`src/rtl/escape_decode_pkg.sv`:
```
// Shared constants, encodings and carrier types for the bit-field and escape decoder.
package escape_decode_pkg;

  // ----------------------------------------------------------------
  // Opcode encodings
  // ----------------------------------------------------------------
  localparam logic [6:0] UNSIGNED_DIVIDE_OP_HI = 7'b1111011;
  localparam logic [2:0] UNSIGNED_DIVIDE_OP_SUB = 3'b110;
  localparam logic [2:0] PFX_HI = 3'b001;
  localparam logic [2:0] PFX_LO = 3'b110;
  localparam logic [7:0] EXT_ESC = 8'h0F;
  localparam logic [7:0] EXT_REG = 8'h33;
  localparam logic [7:0] EXT_IMM = 8'h3B;
  localparam logic [4:0] ESC_A_HI = 5'b11011;
  localparam logic [6:0] ESC_B_HI = 7'b0110011;

  // ----------------------------------------------------------------
  // Mode field, segments and register indices
  // ----------------------------------------------------------------
  localparam logic [1:0] MOD_NODISP = 2'b00;
  localparam logic [1:0] MOD_D8 = 2'b01;
  localparam logic [1:0] MOD_D16 = 2'b10;
  localparam logic [1:0] MOD_REG = 2'b11;
  localparam logic [2:0] MEM_DIRECT = 3'b110;
  localparam logic [1:0] SEG_DS1 = 2'b00;
  localparam logic [1:0] SEG_PS = 2'b01;
  localparam logic [1:0] SEG_SS = 2'b10;
  localparam logic [1:0] SEG_DS0 = 2'b11;
  localparam logic [2:0] REG_AW = 3'h0;
  localparam logic [2:0] REG_DW = 3'h2;
  localparam logic [2:0] REG_IX = 3'h6;

  // ----------------------------------------------------------------
  // Lengths, sizes and arithmetic constants
  // ----------------------------------------------------------------
  localparam logic [2:0] LEN_1 = 3'h1;
  localparam logic [2:0] LEN_2 = 3'h2;
  localparam logic [2:0] LEN_3 = 3'h3;
  localparam logic [2:0] LEN_4 = 3'h4;
  localparam logic [1:0] SIZE_BYTE = 2'b00;
  localparam logic [1:0] SIZE_WORD = 2'b01;
  localparam logic [1:0] SIZE_DWORD = 2'b10;
  localparam logic [4:0] OFF_LIMIT = 5'h0F;
  localparam logic [15:0] IX_STEP = 16'h0002;
  localparam logic [3:0] LEN_MAX = 4'hF;
  localparam logic [4:0] DIV_STEPS = 5'h10;

  // ----------------------------------------------------------------
  // Types
  // ----------------------------------------------------------------
  typedef enum logic [1:0] {
    ST_IDLE = 2'b00,
    ST_MEM = 2'b01,
    ST_DIV = 2'b10
  } state_t;

  typedef enum logic [1:0] {
    OP_NONE = 2'b00,
    OP_DIV = 2'b01,
    OP_EXT = 2'b10,
    OP_ESC = 2'b11
  } op_t;

  typedef struct packed {
    logic [7:0] b3;
    logic [7:0] b2;
    logic [7:0] b1;
    logic [7:0] b0;
  } instr_t;

  typedef struct packed {
    logic acc_wr;
    logic [15:0] acc_val;
    logic dw_wr;
    logic [15:0] dw_val;
    logic ix_wr;
    logic [15:0] ix_val;
    logic byte_wr;
    logic [2:0] byte_idx;
    logic [7:0] byte_val;
  } wb_t;

  typedef struct packed {
    logic [19:0] phys;
    logic [15:0] ea;
    logic [1:0] seg;
    logic [1:0] size;
    logic capture;
  } memreq_t;

  typedef struct packed {
    logic irq_ok;
    logic nmi_ok;
    logic step_ok;
  } gate_t;

endpackage

```
`src/rtl/udiv_unit.sv`:
```
// Iterative unsigned divider with quotient overflow detection.
`timescale 1ns/1ns
module udiv_unit (
  // Clock and reset
  input wire logic core_clk_i,
  input wire logic rst_n_i,
  // Request
  input wire logic start_i,
  input wire logic byte_mode_i,
  input wire logic [31:0] dividend_i,
  input wire logic [15:0] divisor_i,
  // Result
  output logic done_o,
  output logic ovf_o,
  output logic [15:0] quot_o,
  output logic [15:0] rem_o
);
  import escape_decode_pkg::*;

  logic busy_q;
  logic [4:0] cnt_q;
  logic [15:0] rem_q;
  logic [15:0] quo_q;
  logic [31:0] dvd_q;
  logic [15:0] dvs_q;
  logic [16:0] trial;
  logic take;
  logic ovf_d;

  // A quotient that cannot fit, zero divisor included, is caught before iterating.
  assign ovf_d = byte_mode_i ? (dividend_i[15:8] >= divisor_i[7:0])
                             : (dividend_i[31:16] >= divisor_i);
  assign trial = {rem_q, quo_q[15]};
  assign take = trial >= {1'b0, dvs_q};
  assign quot_o = quo_q;
  assign rem_o = rem_q;

  always_ff @(posedge core_clk_i) begin
    if (!rst_n_i) begin
      busy_q <= 1'b0;
      cnt_q <= 5'h00;
      rem_q <= 16'h0000;
      quo_q <= 16'h0000;
      dvd_q <= 32'h0000_0000;
      dvs_q <= 16'h0000;
      done_o <= 1'b0;
      ovf_o <= 1'b0;
    end else begin
      done_o <= 1'b0;
      if (start_i) begin
        dvd_q <= dividend_i;
        dvs_q <= divisor_i;
        rem_q <= byte_mode_i ? 16'h0000 : dividend_i[31:16];
        quo_q <= dividend_i[15:0];
        cnt_q <= 5'h00;
        ovf_o <= ovf_d;
        busy_q <= !ovf_d;
        done_o <= ovf_d;
      end else if (busy_q) begin
        rem_q <= take ? 16'(trial - {1'b0, dvs_q}) : trial[15:0];
        quo_q <= {quo_q[14:0], take};
        cnt_q <= 5'(cnt_q + 5'h01);
        if (cnt_q == 5'(DIV_STEPS - 5'h01)) begin
          busy_q <= 1'b0;
          done_o <= 1'b1;
        end
      end
    end
  end

  div_identity_a: assert property (@(posedge core_clk_i) disable iff (!rst_n_i)
    done_o && !ovf_o |-> ({16'h0000, rem_q} + 32'(quo_q) * 32'(dvs_q) == dvd_q)
                         && (rem_q < dvs_q))
    else $error("divider result does not satisfy dividend identity");

endmodule

```
`src/rtl/bitfield_escape_decode.sv`:
```
// Decode and execute unit for divide, prefixes, interrupt enable, bit-field extract and escapes.
// Behaviour
// - Recognise unsigned divide, width bit picks byte or word; two to four bytes.
// - Byte: accumulator split into quotient low, remainder high; word uses pair.
// - Quotient overflow or zero divisor raises vector 0, no result written.
// - Segment prefix selects the segment of the next instruction's memory operand.
// - No hardware interrupt or single-step between prefix and next instruction.
// - Interrupt-enable instruction sets the maskable enable flag, no arithmetic flags.
// - Maskable interrupts stay blocked until one further instruction has executed.
// - Extract reads field at index pointer plus offset, zero-fills the accumulator.
// - Length operand from register or immediate encodes length minus one.
// - Offset advances by length plus one; past 15 it wraps, pointer advances.
// - Fields crossing byte boundaries are assembled from adjacent bytes.
// - Extract source defaults to the first data segment, prefix may override.
// - Register-form escape does nothing inside the processor.
// - Memory-form escape computes the address and starts a memory read.
// - Data read for an escape is never captured into processor registers.
// - First escape group: upper five bits 11011, then a mode byte.
// - Second escape group behaves the same as the first.
// - Second escape group: first byte 0110011 plus one variable bit.
`timescale 1ns/1ns
module bitfield_escape_decode #(
  parameter logic [7:0] EI_OPCODE = 8'hFB
) (
  // Clock and reset
  input wire logic core_clk_i,
  input wire logic rst_n_i,
  // Instruction stream
  input wire logic instr_valid_i,
  input wire escape_decode_pkg::instr_t instr_i,
  output logic instr_ready_o,
  // Register file view
  input wire logic [7:0][15:0] word_regs_i,
  input wire logic [7:0][7:0] byte_regs_i,
  input wire logic [3:0][15:0] seg_base_i,
  input wire logic [15:0] ea_base_i,
  // Memory read port
  output logic mem_req_o,
  output escape_decode_pkg::memreq_t mem_o,
  input wire logic mem_ack_i,
  input wire logic [31:0] mem_rdata_i,
  // Results
  output logic done_o,
  output logic [2:0] instr_len_o,
  output escape_decode_pkg::wb_t wb_o,
  output logic div_fault_o,
  // Interrupt acceptance
  output logic irq_enable_o,
  output escape_decode_pkg::gate_t gate_o
);
  import escape_decode_pkg::*;

  // ----------------------------------------------------------------
  // State
  // ----------------------------------------------------------------
  state_t state_q;
  op_t op_q;
  logic byte_mode_q;
  logic [15:0] aw_q;
  logic [15:0] dw_q;
  logic [15:0] ix_q;
  logic [3:0] off_q;
  logic [3:0] len_q;
  logic [2:0] off_idx_q;
  logic ovr_valid_q;
  logic [1:0] ovr_seg_q;
  logic ei_shadow_q;
  logic done_pfx_q;
  logic done_ei_q;

  // ----------------------------------------------------------------
  // Decode
  // ----------------------------------------------------------------
  logic accept;
  logic is_pfx;
  logic is_ei;
  logic is_unsigned_divide_op;
  logic is_ext;
  logic is_esc;
  logic reg_form;
  logic needs_mem;
  logic [1:0] mod_f;
  logic [2:0] rm_f;
  logic [2:0] rm_len;
  logic [15:0] disp;
  logic [15:0] ea;
  logic [1:0] seg_sel;

  assign instr_ready_o = (state_q == ST_IDLE);
  assign accept = instr_valid_i && instr_ready_o;
  assign is_pfx = instr_i.b0[7:5] == PFX_HI && instr_i.b0[2:0] == PFX_LO;
  assign is_ei = instr_i.b0 == EI_OPCODE;
  assign is_unsigned_divide_op = instr_i.b0[7:1] == UNSIGNED_DIVIDE_OP_HI && instr_i.b1[5:3] == UNSIGNED_DIVIDE_OP_SUB;
  assign is_ext = instr_i.b0 == EXT_ESC && (instr_i.b1 == EXT_REG || instr_i.b1 == EXT_IMM);
  assign is_esc = instr_i.b0[7:3] == ESC_A_HI || instr_i.b0[7:1] == ESC_B_HI;
  assign mod_f = instr_i.b1[7:6];
  assign rm_f = instr_i.b1[2:0];
  assign reg_form = mod_f == MOD_REG;
  assign needs_mem = is_ext || ((is_unsigned_divide_op || is_esc) && !reg_form);

  always_comb begin
    disp = 16'h0000;
    rm_len = LEN_2;
    if (mod_f == MOD_D8) begin
      disp = {{8{instr_i.b2[7]}}, instr_i.b2};
      rm_len = LEN_3;
    end else if (mod_f == MOD_D16 || (mod_f == MOD_NODISP && rm_f == MEM_DIRECT)) begin
      disp = {instr_i.b3, instr_i.b2};
      rm_len = LEN_4;
    end
  end

  // Memory operands take the prefix segment when one is pending, else the first data segment.
  assign seg_sel = ovr_valid_q ? ovr_seg_q : SEG_DS0;
  always_comb begin
    if (is_ext) begin
      ea = word_regs_i[REG_IX];
    end else if (mod_f == MOD_NODISP && rm_f == MEM_DIRECT) begin
      ea = disp;
    end else begin
      ea = 16'(ea_base_i + disp);
    end
  end

  // ----------------------------------------------------------------
  // Divider hookup
  // ----------------------------------------------------------------
  logic div_start;
  logic div_byte;
  logic [31:0] div_dividend;
  logic [15:0] div_divisor;
  logic div_done;
  logic div_ovf;
  logic [15:0] div_quot;
  logic [15:0] div_rem;
  logic mem_done;

  assign mem_done = state_q == ST_MEM && mem_ack_i;
  assign div_start = (accept && is_unsigned_divide_op && reg_form) || (mem_done && op_q == OP_DIV);
  assign div_byte = accept ? !instr_i.b0[0] : byte_mode_q;

  always_comb begin
    if (accept) begin
      div_dividend = {div_byte ? 16'h0000 : word_regs_i[REG_DW], word_regs_i[REG_AW]};
      div_divisor = div_byte ? {8'h00, byte_regs_i[rm_f]} : word_regs_i[rm_f];
    end else begin
      div_dividend = {div_byte ? 16'h0000 : dw_q, aw_q};
      div_divisor = div_byte ? {8'h00, mem_rdata_i[7:0]} : mem_rdata_i[15:0];
    end
  end

  udiv_unit u_div (
    .core_clk_i(core_clk_i),
    .rst_n_i(rst_n_i),
    .start_i(div_start),
    .byte_mode_i(div_byte),
    .dividend_i(div_dividend),
    .divisor_i(div_divisor),
    .done_o(div_done),
    .ovf_o(div_ovf),
    .quot_o(div_quot),
    .rem_o(div_rem)
  );

  // ----------------------------------------------------------------
  // Sequencer and memory request
  // ----------------------------------------------------------------
  always_ff @(posedge core_clk_i) begin
    if (!rst_n_i) begin
      state_q <= ST_IDLE;
      op_q <= OP_NONE;
      mem_req_o <= 1'b0;
      mem_o <= '0;
    end else begin
      case (state_q)
        ST_IDLE: begin
          if (accept) begin
            op_q <= is_unsigned_divide_op ? OP_DIV : is_ext ? OP_EXT : is_esc ? OP_ESC : OP_NONE;
            if (needs_mem) begin
              state_q <= ST_MEM;
              mem_req_o <= 1'b1;
              mem_o.ea <= ea;
              mem_o.seg <= seg_sel;
              mem_o.phys <= 20'({seg_base_i[seg_sel], 4'h0} + {4'h0, ea});
              mem_o.size <= is_ext ? SIZE_DWORD : (is_unsigned_divide_op && !instr_i.b0[0]) ? SIZE_BYTE
                                   : SIZE_WORD;
              mem_o.capture <= !is_esc;
            end else if (is_unsigned_divide_op) begin
              state_q <= ST_DIV;
            end
          end
        end
        ST_MEM: begin
          if (mem_ack_i) begin
            mem_req_o <= 1'b0;
            state_q <= (op_q == OP_DIV) ? ST_DIV : ST_IDLE;
          end
        end
        ST_DIV: begin
          if (div_done) begin
            state_q <= ST_IDLE;
          end
        end
        default: begin
          state_q <= ST_IDLE;
        end
      endcase
    end
  end

  // ----------------------------------------------------------------
  // Operand capture at acceptance
  // ----------------------------------------------------------------
  always_ff @(posedge core_clk_i) begin
    if (!rst_n_i) begin
      byte_mode_q <= 1'b0;
      aw_q <= 16'h0000;
      dw_q <= 16'h0000;
      ix_q <= 16'h0000;
      off_q <= 4'h0;
      len_q <= 4'h0;
      off_idx_q <= 3'h0;
    end else if (accept) begin
      byte_mode_q <= !instr_i.b0[0];
      aw_q <= word_regs_i[REG_AW];
      dw_q <= word_regs_i[REG_DW];
      ix_q <= word_regs_i[REG_IX];
      off_idx_q <= instr_i.b2[2:0];
      off_q <= byte_regs_i[instr_i.b2[2:0]][3:0];
      len_q <= (instr_i.b1 == EXT_REG) ? byte_regs_i[instr_i.b2[5:3]][3:0]
                                       : instr_i.b3[3:0];
    end
  end

  // ----------------------------------------------------------------
  // Bit-field extraction datapath
  // ----------------------------------------------------------------
  logic [31:0] ext_shift;
  logic [15:0] ext_mask;
  logic [4:0] off_sum;
  logic ext_wrap;

  assign ext_shift = mem_rdata_i >> off_q;
  assign ext_mask = 16'hFFFF >> (LEN_MAX - len_q);
  assign off_sum = 5'({1'b0, off_q} + {1'b0, len_q} + 5'h01);
  assign ext_wrap = off_sum > OFF_LIMIT;

  // ----------------------------------------------------------------
  // Completion and write-back
  // ----------------------------------------------------------------
  always_ff @(posedge core_clk_i) begin
    if (!rst_n_i) begin
      done_o <= 1'b0;
      div_fault_o <= 1'b0;
      instr_len_o <= 3'h0;
      wb_o <= '0;
      done_pfx_q <= 1'b0;
      done_ei_q <= 1'b0;
    end else begin
      done_o <= 1'b0;
      div_fault_o <= 1'b0;
      done_pfx_q <= 1'b0;
      done_ei_q <= 1'b0;
      wb_o.acc_wr <= 1'b0;
      wb_o.dw_wr <= 1'b0;
      wb_o.ix_wr <= 1'b0;
      wb_o.byte_wr <= 1'b0;
      if (accept) begin
        instr_len_o <= (is_pfx || is_ei) ? LEN_1 : is_ext ? (instr_i.b1 == EXT_REG ? LEN_3
                       : LEN_4) : (is_unsigned_divide_op || is_esc) ? rm_len : LEN_1;
        // Register-form escapes and one-byte controls finish without touching state.
        if (!needs_mem && !is_unsigned_divide_op) begin
          done_o <= 1'b1;
          done_pfx_q <= is_pfx;
          done_ei_q <= is_ei;
        end
      end
      if (mem_done && op_q == OP_EXT) begin
        done_o <= 1'b1;
        wb_o.acc_wr <= 1'b1;
        wb_o.acc_val <= ext_shift[15:0] & ext_mask;
        wb_o.byte_wr <= 1'b1;
        wb_o.byte_idx <= off_idx_q;
        wb_o.byte_val <= {4'h0, off_sum[3:0]};
        wb_o.ix_wr <= ext_wrap;
        wb_o.ix_val <= 16'(ix_q + IX_STEP);
      end
      if (mem_done && op_q == OP_ESC) begin
        done_o <= 1'b1;
      end
      if (state_q == ST_DIV && div_done) begin
        done_o <= 1'b1;
        if (div_ovf) begin
          div_fault_o <= 1'b1;
        end else if (byte_mode_q) begin
          wb_o.acc_wr <= 1'b1;
          wb_o.acc_val <= {div_rem[7:0], div_quot[7:0]};
        end else begin
          wb_o.acc_wr <= 1'b1;
          wb_o.acc_val <= div_quot;
          wb_o.dw_wr <= 1'b1;
          wb_o.dw_val <= div_rem;
        end
      end
    end
  end

  // ----------------------------------------------------------------
  // Prefix window and interrupt enable
  // ----------------------------------------------------------------
  always_ff @(posedge core_clk_i) begin
    if (!rst_n_i) begin
      ovr_valid_q <= 1'b0;
      ovr_seg_q <= SEG_DS0;
      ei_shadow_q <= 1'b0;
      irq_enable_o <= 1'b0;
    end else begin
      if (accept && is_pfx) begin
        ovr_valid_q <= 1'b1;
        ovr_seg_q <= instr_i.b0[4:3];
      end else if (done_o && !done_pfx_q) begin
        ovr_valid_q <= 1'b0;
      end
      if (accept && is_ei) begin
        irq_enable_o <= 1'b1;
        ei_shadow_q <= 1'b1;
      end else if (done_o && !done_ei_q) begin
        ei_shadow_q <= 1'b0;
      end
    end
  end

  assign gate_o.irq_ok = irq_enable_o && !ei_shadow_q && !ovr_valid_q;
  assign gate_o.nmi_ok = !ovr_valid_q;
  assign gate_o.step_ok = !ovr_valid_q;

  // ----------------------------------------------------------------
  // Checks
  // ----------------------------------------------------------------
  div_fault_nowrite_a: assert property (@(posedge core_clk_i) disable iff (!rst_n_i)
    state_q == ST_DIV && div_done && div_ovf |=> div_fault_o && done_o && !wb_o.acc_wr
                                                && !wb_o.dw_wr)
    else $error("divide overflow did not fault cleanly");

  prefix_blocks_irq_a: assert property (@(posedge core_clk_i) disable iff (!rst_n_i)
    accept && is_pfx |=> !gate_o.irq_ok && !gate_o.nmi_ok && !gate_o.step_ok)
    else $error("interrupt accepted right after a segment prefix");

  ei_sets_flag_a: assert property (@(posedge core_clk_i) disable iff (!rst_n_i)
    accept && is_ei |=> irq_enable_o && done_o && !wb_o.acc_wr)
    else $error("interrupt enable instruction did not set the flag");

  ei_shadow_hold_a: assert property (@(posedge core_clk_i) disable iff (!rst_n_i)
    accept && is_ei |=> !gate_o.irq_ok ##1 !gate_o.irq_ok)
    else $error("maskable interrupt opened before next instruction");

  esc_reg_noop_a: assert property (@(posedge core_clk_i) disable iff (!rst_n_i)
    accept && is_esc && reg_form |=> done_o && !mem_req_o && !wb_o.acc_wr && !wb_o.byte_wr)
    else $error("register escape changed processor state");

  esc_no_capture_a: assert property (@(posedge core_clk_i) disable iff (!rst_n_i)
    mem_done && op_q == OP_ESC |-> !mem_o.capture ##1 (done_o && !wb_o.acc_wr && !wb_o.dw_wr))
    else $error("escape read data was captured");

  ext_zero_fill_a: assert property (@(posedge core_clk_i) disable iff (!rst_n_i)
    mem_done && op_q == OP_EXT |=> wb_o.acc_wr && (wb_o.acc_val & ~$past(ext_mask)) == 16'h0000)
    else $error("extract left upper accumulator bits set");

  ext_wrap_step_a: assert property (@(posedge core_clk_i) disable iff (!rst_n_i)
    wb_o.ix_wr |-> wb_o.ix_val == 16'(ix_q + IX_STEP) && wb_o.byte_val < 8'h10)
    else $error("index pointer not advanced by one word on wrap");

  prefix_segment_a: assert property (@(posedge core_clk_i) disable iff (!rst_n_i)
    accept && needs_mem && ovr_valid_q |=> mem_req_o && mem_o.seg == $past(ovr_seg_q))
    else $error("memory operand ignored the segment prefix");

endmodule

```
`config.mk`:
```
export PLATFORM = sky130hd
export DESIGN_NAME = bitfield_escape_decode
export DESIGN_NICKNAME = d
export VERILOG_FILES = /design/src/rtl/escape_decode_pkg.sv /design/src/rtl/udiv_unit.sv /design/src/rtl/bitfield_escape_decode.sv
export SDC_FILE = /design/constraint.sdc
export NUM_CORES = 1
export LEC_CHECK = 0
export ABC_AREA = 1
export BUFFER_PORTS_ARGS = -buffer_cell sky130_fd_sc_hd__buf_2
export CORE_MARGIN = 5
export CORE_UTILIZATION = 50
export CTS_BUF_LIST = sky130_fd_sc_hd__clkbuf_4
export CTS_CLUSTER_SIZE = 24
export DETAILED_ROUTE_END_ITERATION = 8
export GPL_ROUTABILITY_DRIVEN = 1
export PLACE_DENSITY = 0.9
export SLEW_MARGIN = 5
export SYNTH_ARGS = -nofsm -noshare
export SYNTH_HDL_FRONTEND = slang
export SYNTH_HIERARCHICAL = 1
export SYNTH_SLANG_ARGS = --single-unit
export TNS_END_PERCENT = 100
```
`constraint.sdc`:
```
create_clock -name core_clk_i -period 3.91 [get_ports core_clk_i]
set_clock_uncertainty 0.15 [all_clocks]
set_input_delay 0.391 -clock core_clk_i [delete_from_list [all_inputs] [get_ports core_clk_i]]
set_output_delay 0.391 -clock core_clk_i [all_outputs]
set_load 0.005 [all_outputs]
```
==> results.toml <==
[die]
start_util_pct = 50.3
ios = 455
die_w_um = 196
rows = 68
core_area_sq_um = 34300
die_h_um = 196
die-area_sq_um = 38300

[global_routing]
gr-total-overflow = 0
grt_pass1_wl_mm = 113
antenna_found_initial = 16
grt_max_degree = 73
grt_usage_pct = 37.0
first_global_vias = 20300

[clock_network]
clock_path_buffers = 3
cts_tree = "built"
cts_buffers = 59
cts_htree_levels = 2
clk_latency_ns = 0.75
clk_pin_slew_worst_paths_ns = 0.06
cts_sinks = 229
clock-root-buffer = "clkbuf_4"
post_cts_buffers = 0

[setup_path]
cp_data_arrival_time_ns = 4.19
path_max_fanout = 4
startpoint_type = "primary input"
crit_path_end_kind = "flop"
cp.required_ns = 4.42
crit_buf_inv = 7
path_class = "in -> reg"
cp_slowest_stage_delay_ns = 0.52
cp_top_family = "buffers and inverters"
cp_slowest_cell = "dlygate4sd3_1"

[place]
io_buffers = 449
hpwl_mm = 58.5
gp_congestion = 1.03
place_inst = 3641

[yosys]
syn_area_sq_um = 17300
ys_warn_count = 6
synth_area_per_cell_sq_um = 6.20
ys_ff_latch = 229
yosysTopAreaCellShare_pct = 26.6
synth_top_area_cell = "dfxtp_1"
synth_area_leaders = "dfxtp_1 (27%), nand2_1 (15%), o21ai_0 (8.4%), a21oi_1 (6.9%), inv_1 (6.4%)"
synth_seq_area_share_pct = 26.6
synthCells = 2784
yosysUniqueCellTypes = 55

[power]
leakage_uw = 0.0111
p_per_area_nw_per_um2 = 292
p_total_uw = 6340
irDropWorstVdd_v = 0.000201

[routing]
viasPerCell = 5.73
wl_per_cell_um = 19.7
drc = 0
ant_nets = 0
routed_wl_mm = 75.1
dr.pass1.iters = 7
vias = 21900
drt_iter0_drc = 2427

[timing]
timing.final.crit_share_pct = 94.2
finalSetupViolations = 0
rsz0062_at_grt = "yes"
finalHoldViolCount = 0
maxSlewHeadroom_pct = 24.3
fmax_mhz = 272
slew_viol_final = 0
worst_slew_pin_slew_ns = 1.14
layout_min_cycle_time_ns = 3.68

[run]
max-cap-violations = 0

[finish]
register_area_sq_um = 4580
utilization_pct = 63.4
nNetsFinal = 3737
num-fill-cells = 3177
multi_input_area_sq_um = 10900
syn_to_final_growth_pct = 25.9
finalNonFillerCells = 3822
drive_gt1_share_pct = 22.5

[outcome]
status = "completed"

[hold_path]
hold_path.class = "in -> reg"
[layout by cell type, fill, tap and decap left out, drive strengths merged, types with 2 or more instances in the layout]
cell type	count
nand2	691
buf	552
inv	320
o21ai	297
nor2	277
a21oi	242
dfxtp	229
nand3	183
clkbuf	83
ha	76
dlygate4sd3	70
o211ai	49
or2	34
a221oi	26
clkinv	22
nand4	20
nor3	20
o22ai	18
xor2	18
nand3b	16
xnor2	15
a22oi	13
o2111ai	13
a31oi	13
diode	11
a32oi	11
mux2i	10
o21bai	5
o21a	5
conb	4
fa	4
and2	3
o31ai	3
o221ai	3
a211oi	3
a22o	2
[metrics by stage]
| stage | TNS (ns) | instance area [sq um] | hold WS (ns) | worst slack [ns] |
|---|---|---|---|---|
| 3_5_place_dp | -1.33 | 20200 | 0.298 | -0.221 |
| 2_1_floorplan | 0 | 17300 | 0.290 | 0.0235 |
| 4_1_cts | 0 | 21600 | 0.000643 | 0.128 |
| 6_report | 0 | 21700 | 0.0284 | 0.229 |
| 3_3_place_gp | -0.750 | 20200 | 0.283 | -0.117 |
| 5_1_grt | -0.0656 | 21700 | 0.0316 | -0.0433 |
[worst paths after layout]
check | endpoint | depth (start not counted) | slack [ns] | start
hold reg to reg | mem_o[25] | 2 | 0.31 | mem_o[25]
hold / removal | mem_o[40] | 7 | 0.03 | seg_base_i[31]
setup / recovery | mem_o[35] | 27 | 0.23 | instr_i[15]
setup reg to reg | u_div/done_o | 19 | 0.36 | state_q[0]
[where the power goes]
part,switching [uW],internal [uW]
sequential,36.5,2380
combinational,1130,733
clock,1020,1030
total,2190,4150
[registers in the layout, summed over array words and instances (netlist names), 16 cells and up]
signal and count:
dw_q 16, u_div/rem_o 16, mem_o 37, ix_q 16, u_div/quot_o 16, u_div/dvs_q 16
aw_q 16, wb_o 59
[worst reg2reg max path, delay by kind of cell, from the launching register on]
family | cells | cell delay [ns]
buffers and inverters | 2 | 0.46
DFF | 1 | 0.37
AOI/OAI and AO/OA | 1 | 0.23
adders and majority gates | 1 | 0.30
and+or+nand+nor | 15 | 1.99
[final cells by class]
cell class / instances / area share, %
Clock buffer: 83 / 2.87
Timing Repair Buffer: 622 / 17.2
Sequential cell: 229 / 21.1
Inverter: 326 / 5.64
Multi-Input combinational cell: 2079 / 50.0
Clock inverter: 17 / 0.449
Antenna cell: 11 / 0.127
Tap cell: 455 / 2.62
[cells by family after synthesis]
logic type	count (synthesis)	synth area share (%)
compound gates	706	23.2
flops	229	26.6
simple gates	1246	30.8
other cells	1	0.0217
mux	10	0.580
fa+ha+maj	80	5.97
buf+inv	479	11.3
xor+xnor	33	1.67
[timing repair]
action | in CTS | in global routing
hold endpoints to repair | 69 | 0
gates resized for setup | 0 | 25
hold buffers | 70 | 0
setup endpoints to repair | 0 | 11
[Yosys cell counts (all sizes together)]
cell and number:
a211oi 3, a21boi 1, a21oi 242, a221oi 26
a22o 2, a22oi 13, a31oi 13, a32oi 11
and2 3, and3 1, buf 75, clkbuf 78
clkinv 7, conb 1, dfxtp 229, fa 4
ha 76, inv 319, mux2i 10, nand2 691
nand3 183, nand3b 16, nand4 20, nor2 277
nor3 20, nor4 1, o2111ai 13, o211a 1
o211ai 49, o21a 5, o21ai 297, o21bai 5
o221ai 3, o22ai 18, o31ai 3, o32ai 1
or2 34, xnor2 15, xor2 18
[metal layers]
| layer | GRT usage (%) | part of all wire, % |
|---|---|---|
| met1 | 45.2 | 37 |
| met2 | 59.5 | 44 |
| met3 | 8.79 | 12 |
| met4 | 21.7 | 6.9 |
| met5 | 0 | 0.098 |
Note: power is estimated with default switching activity, not from simulation.
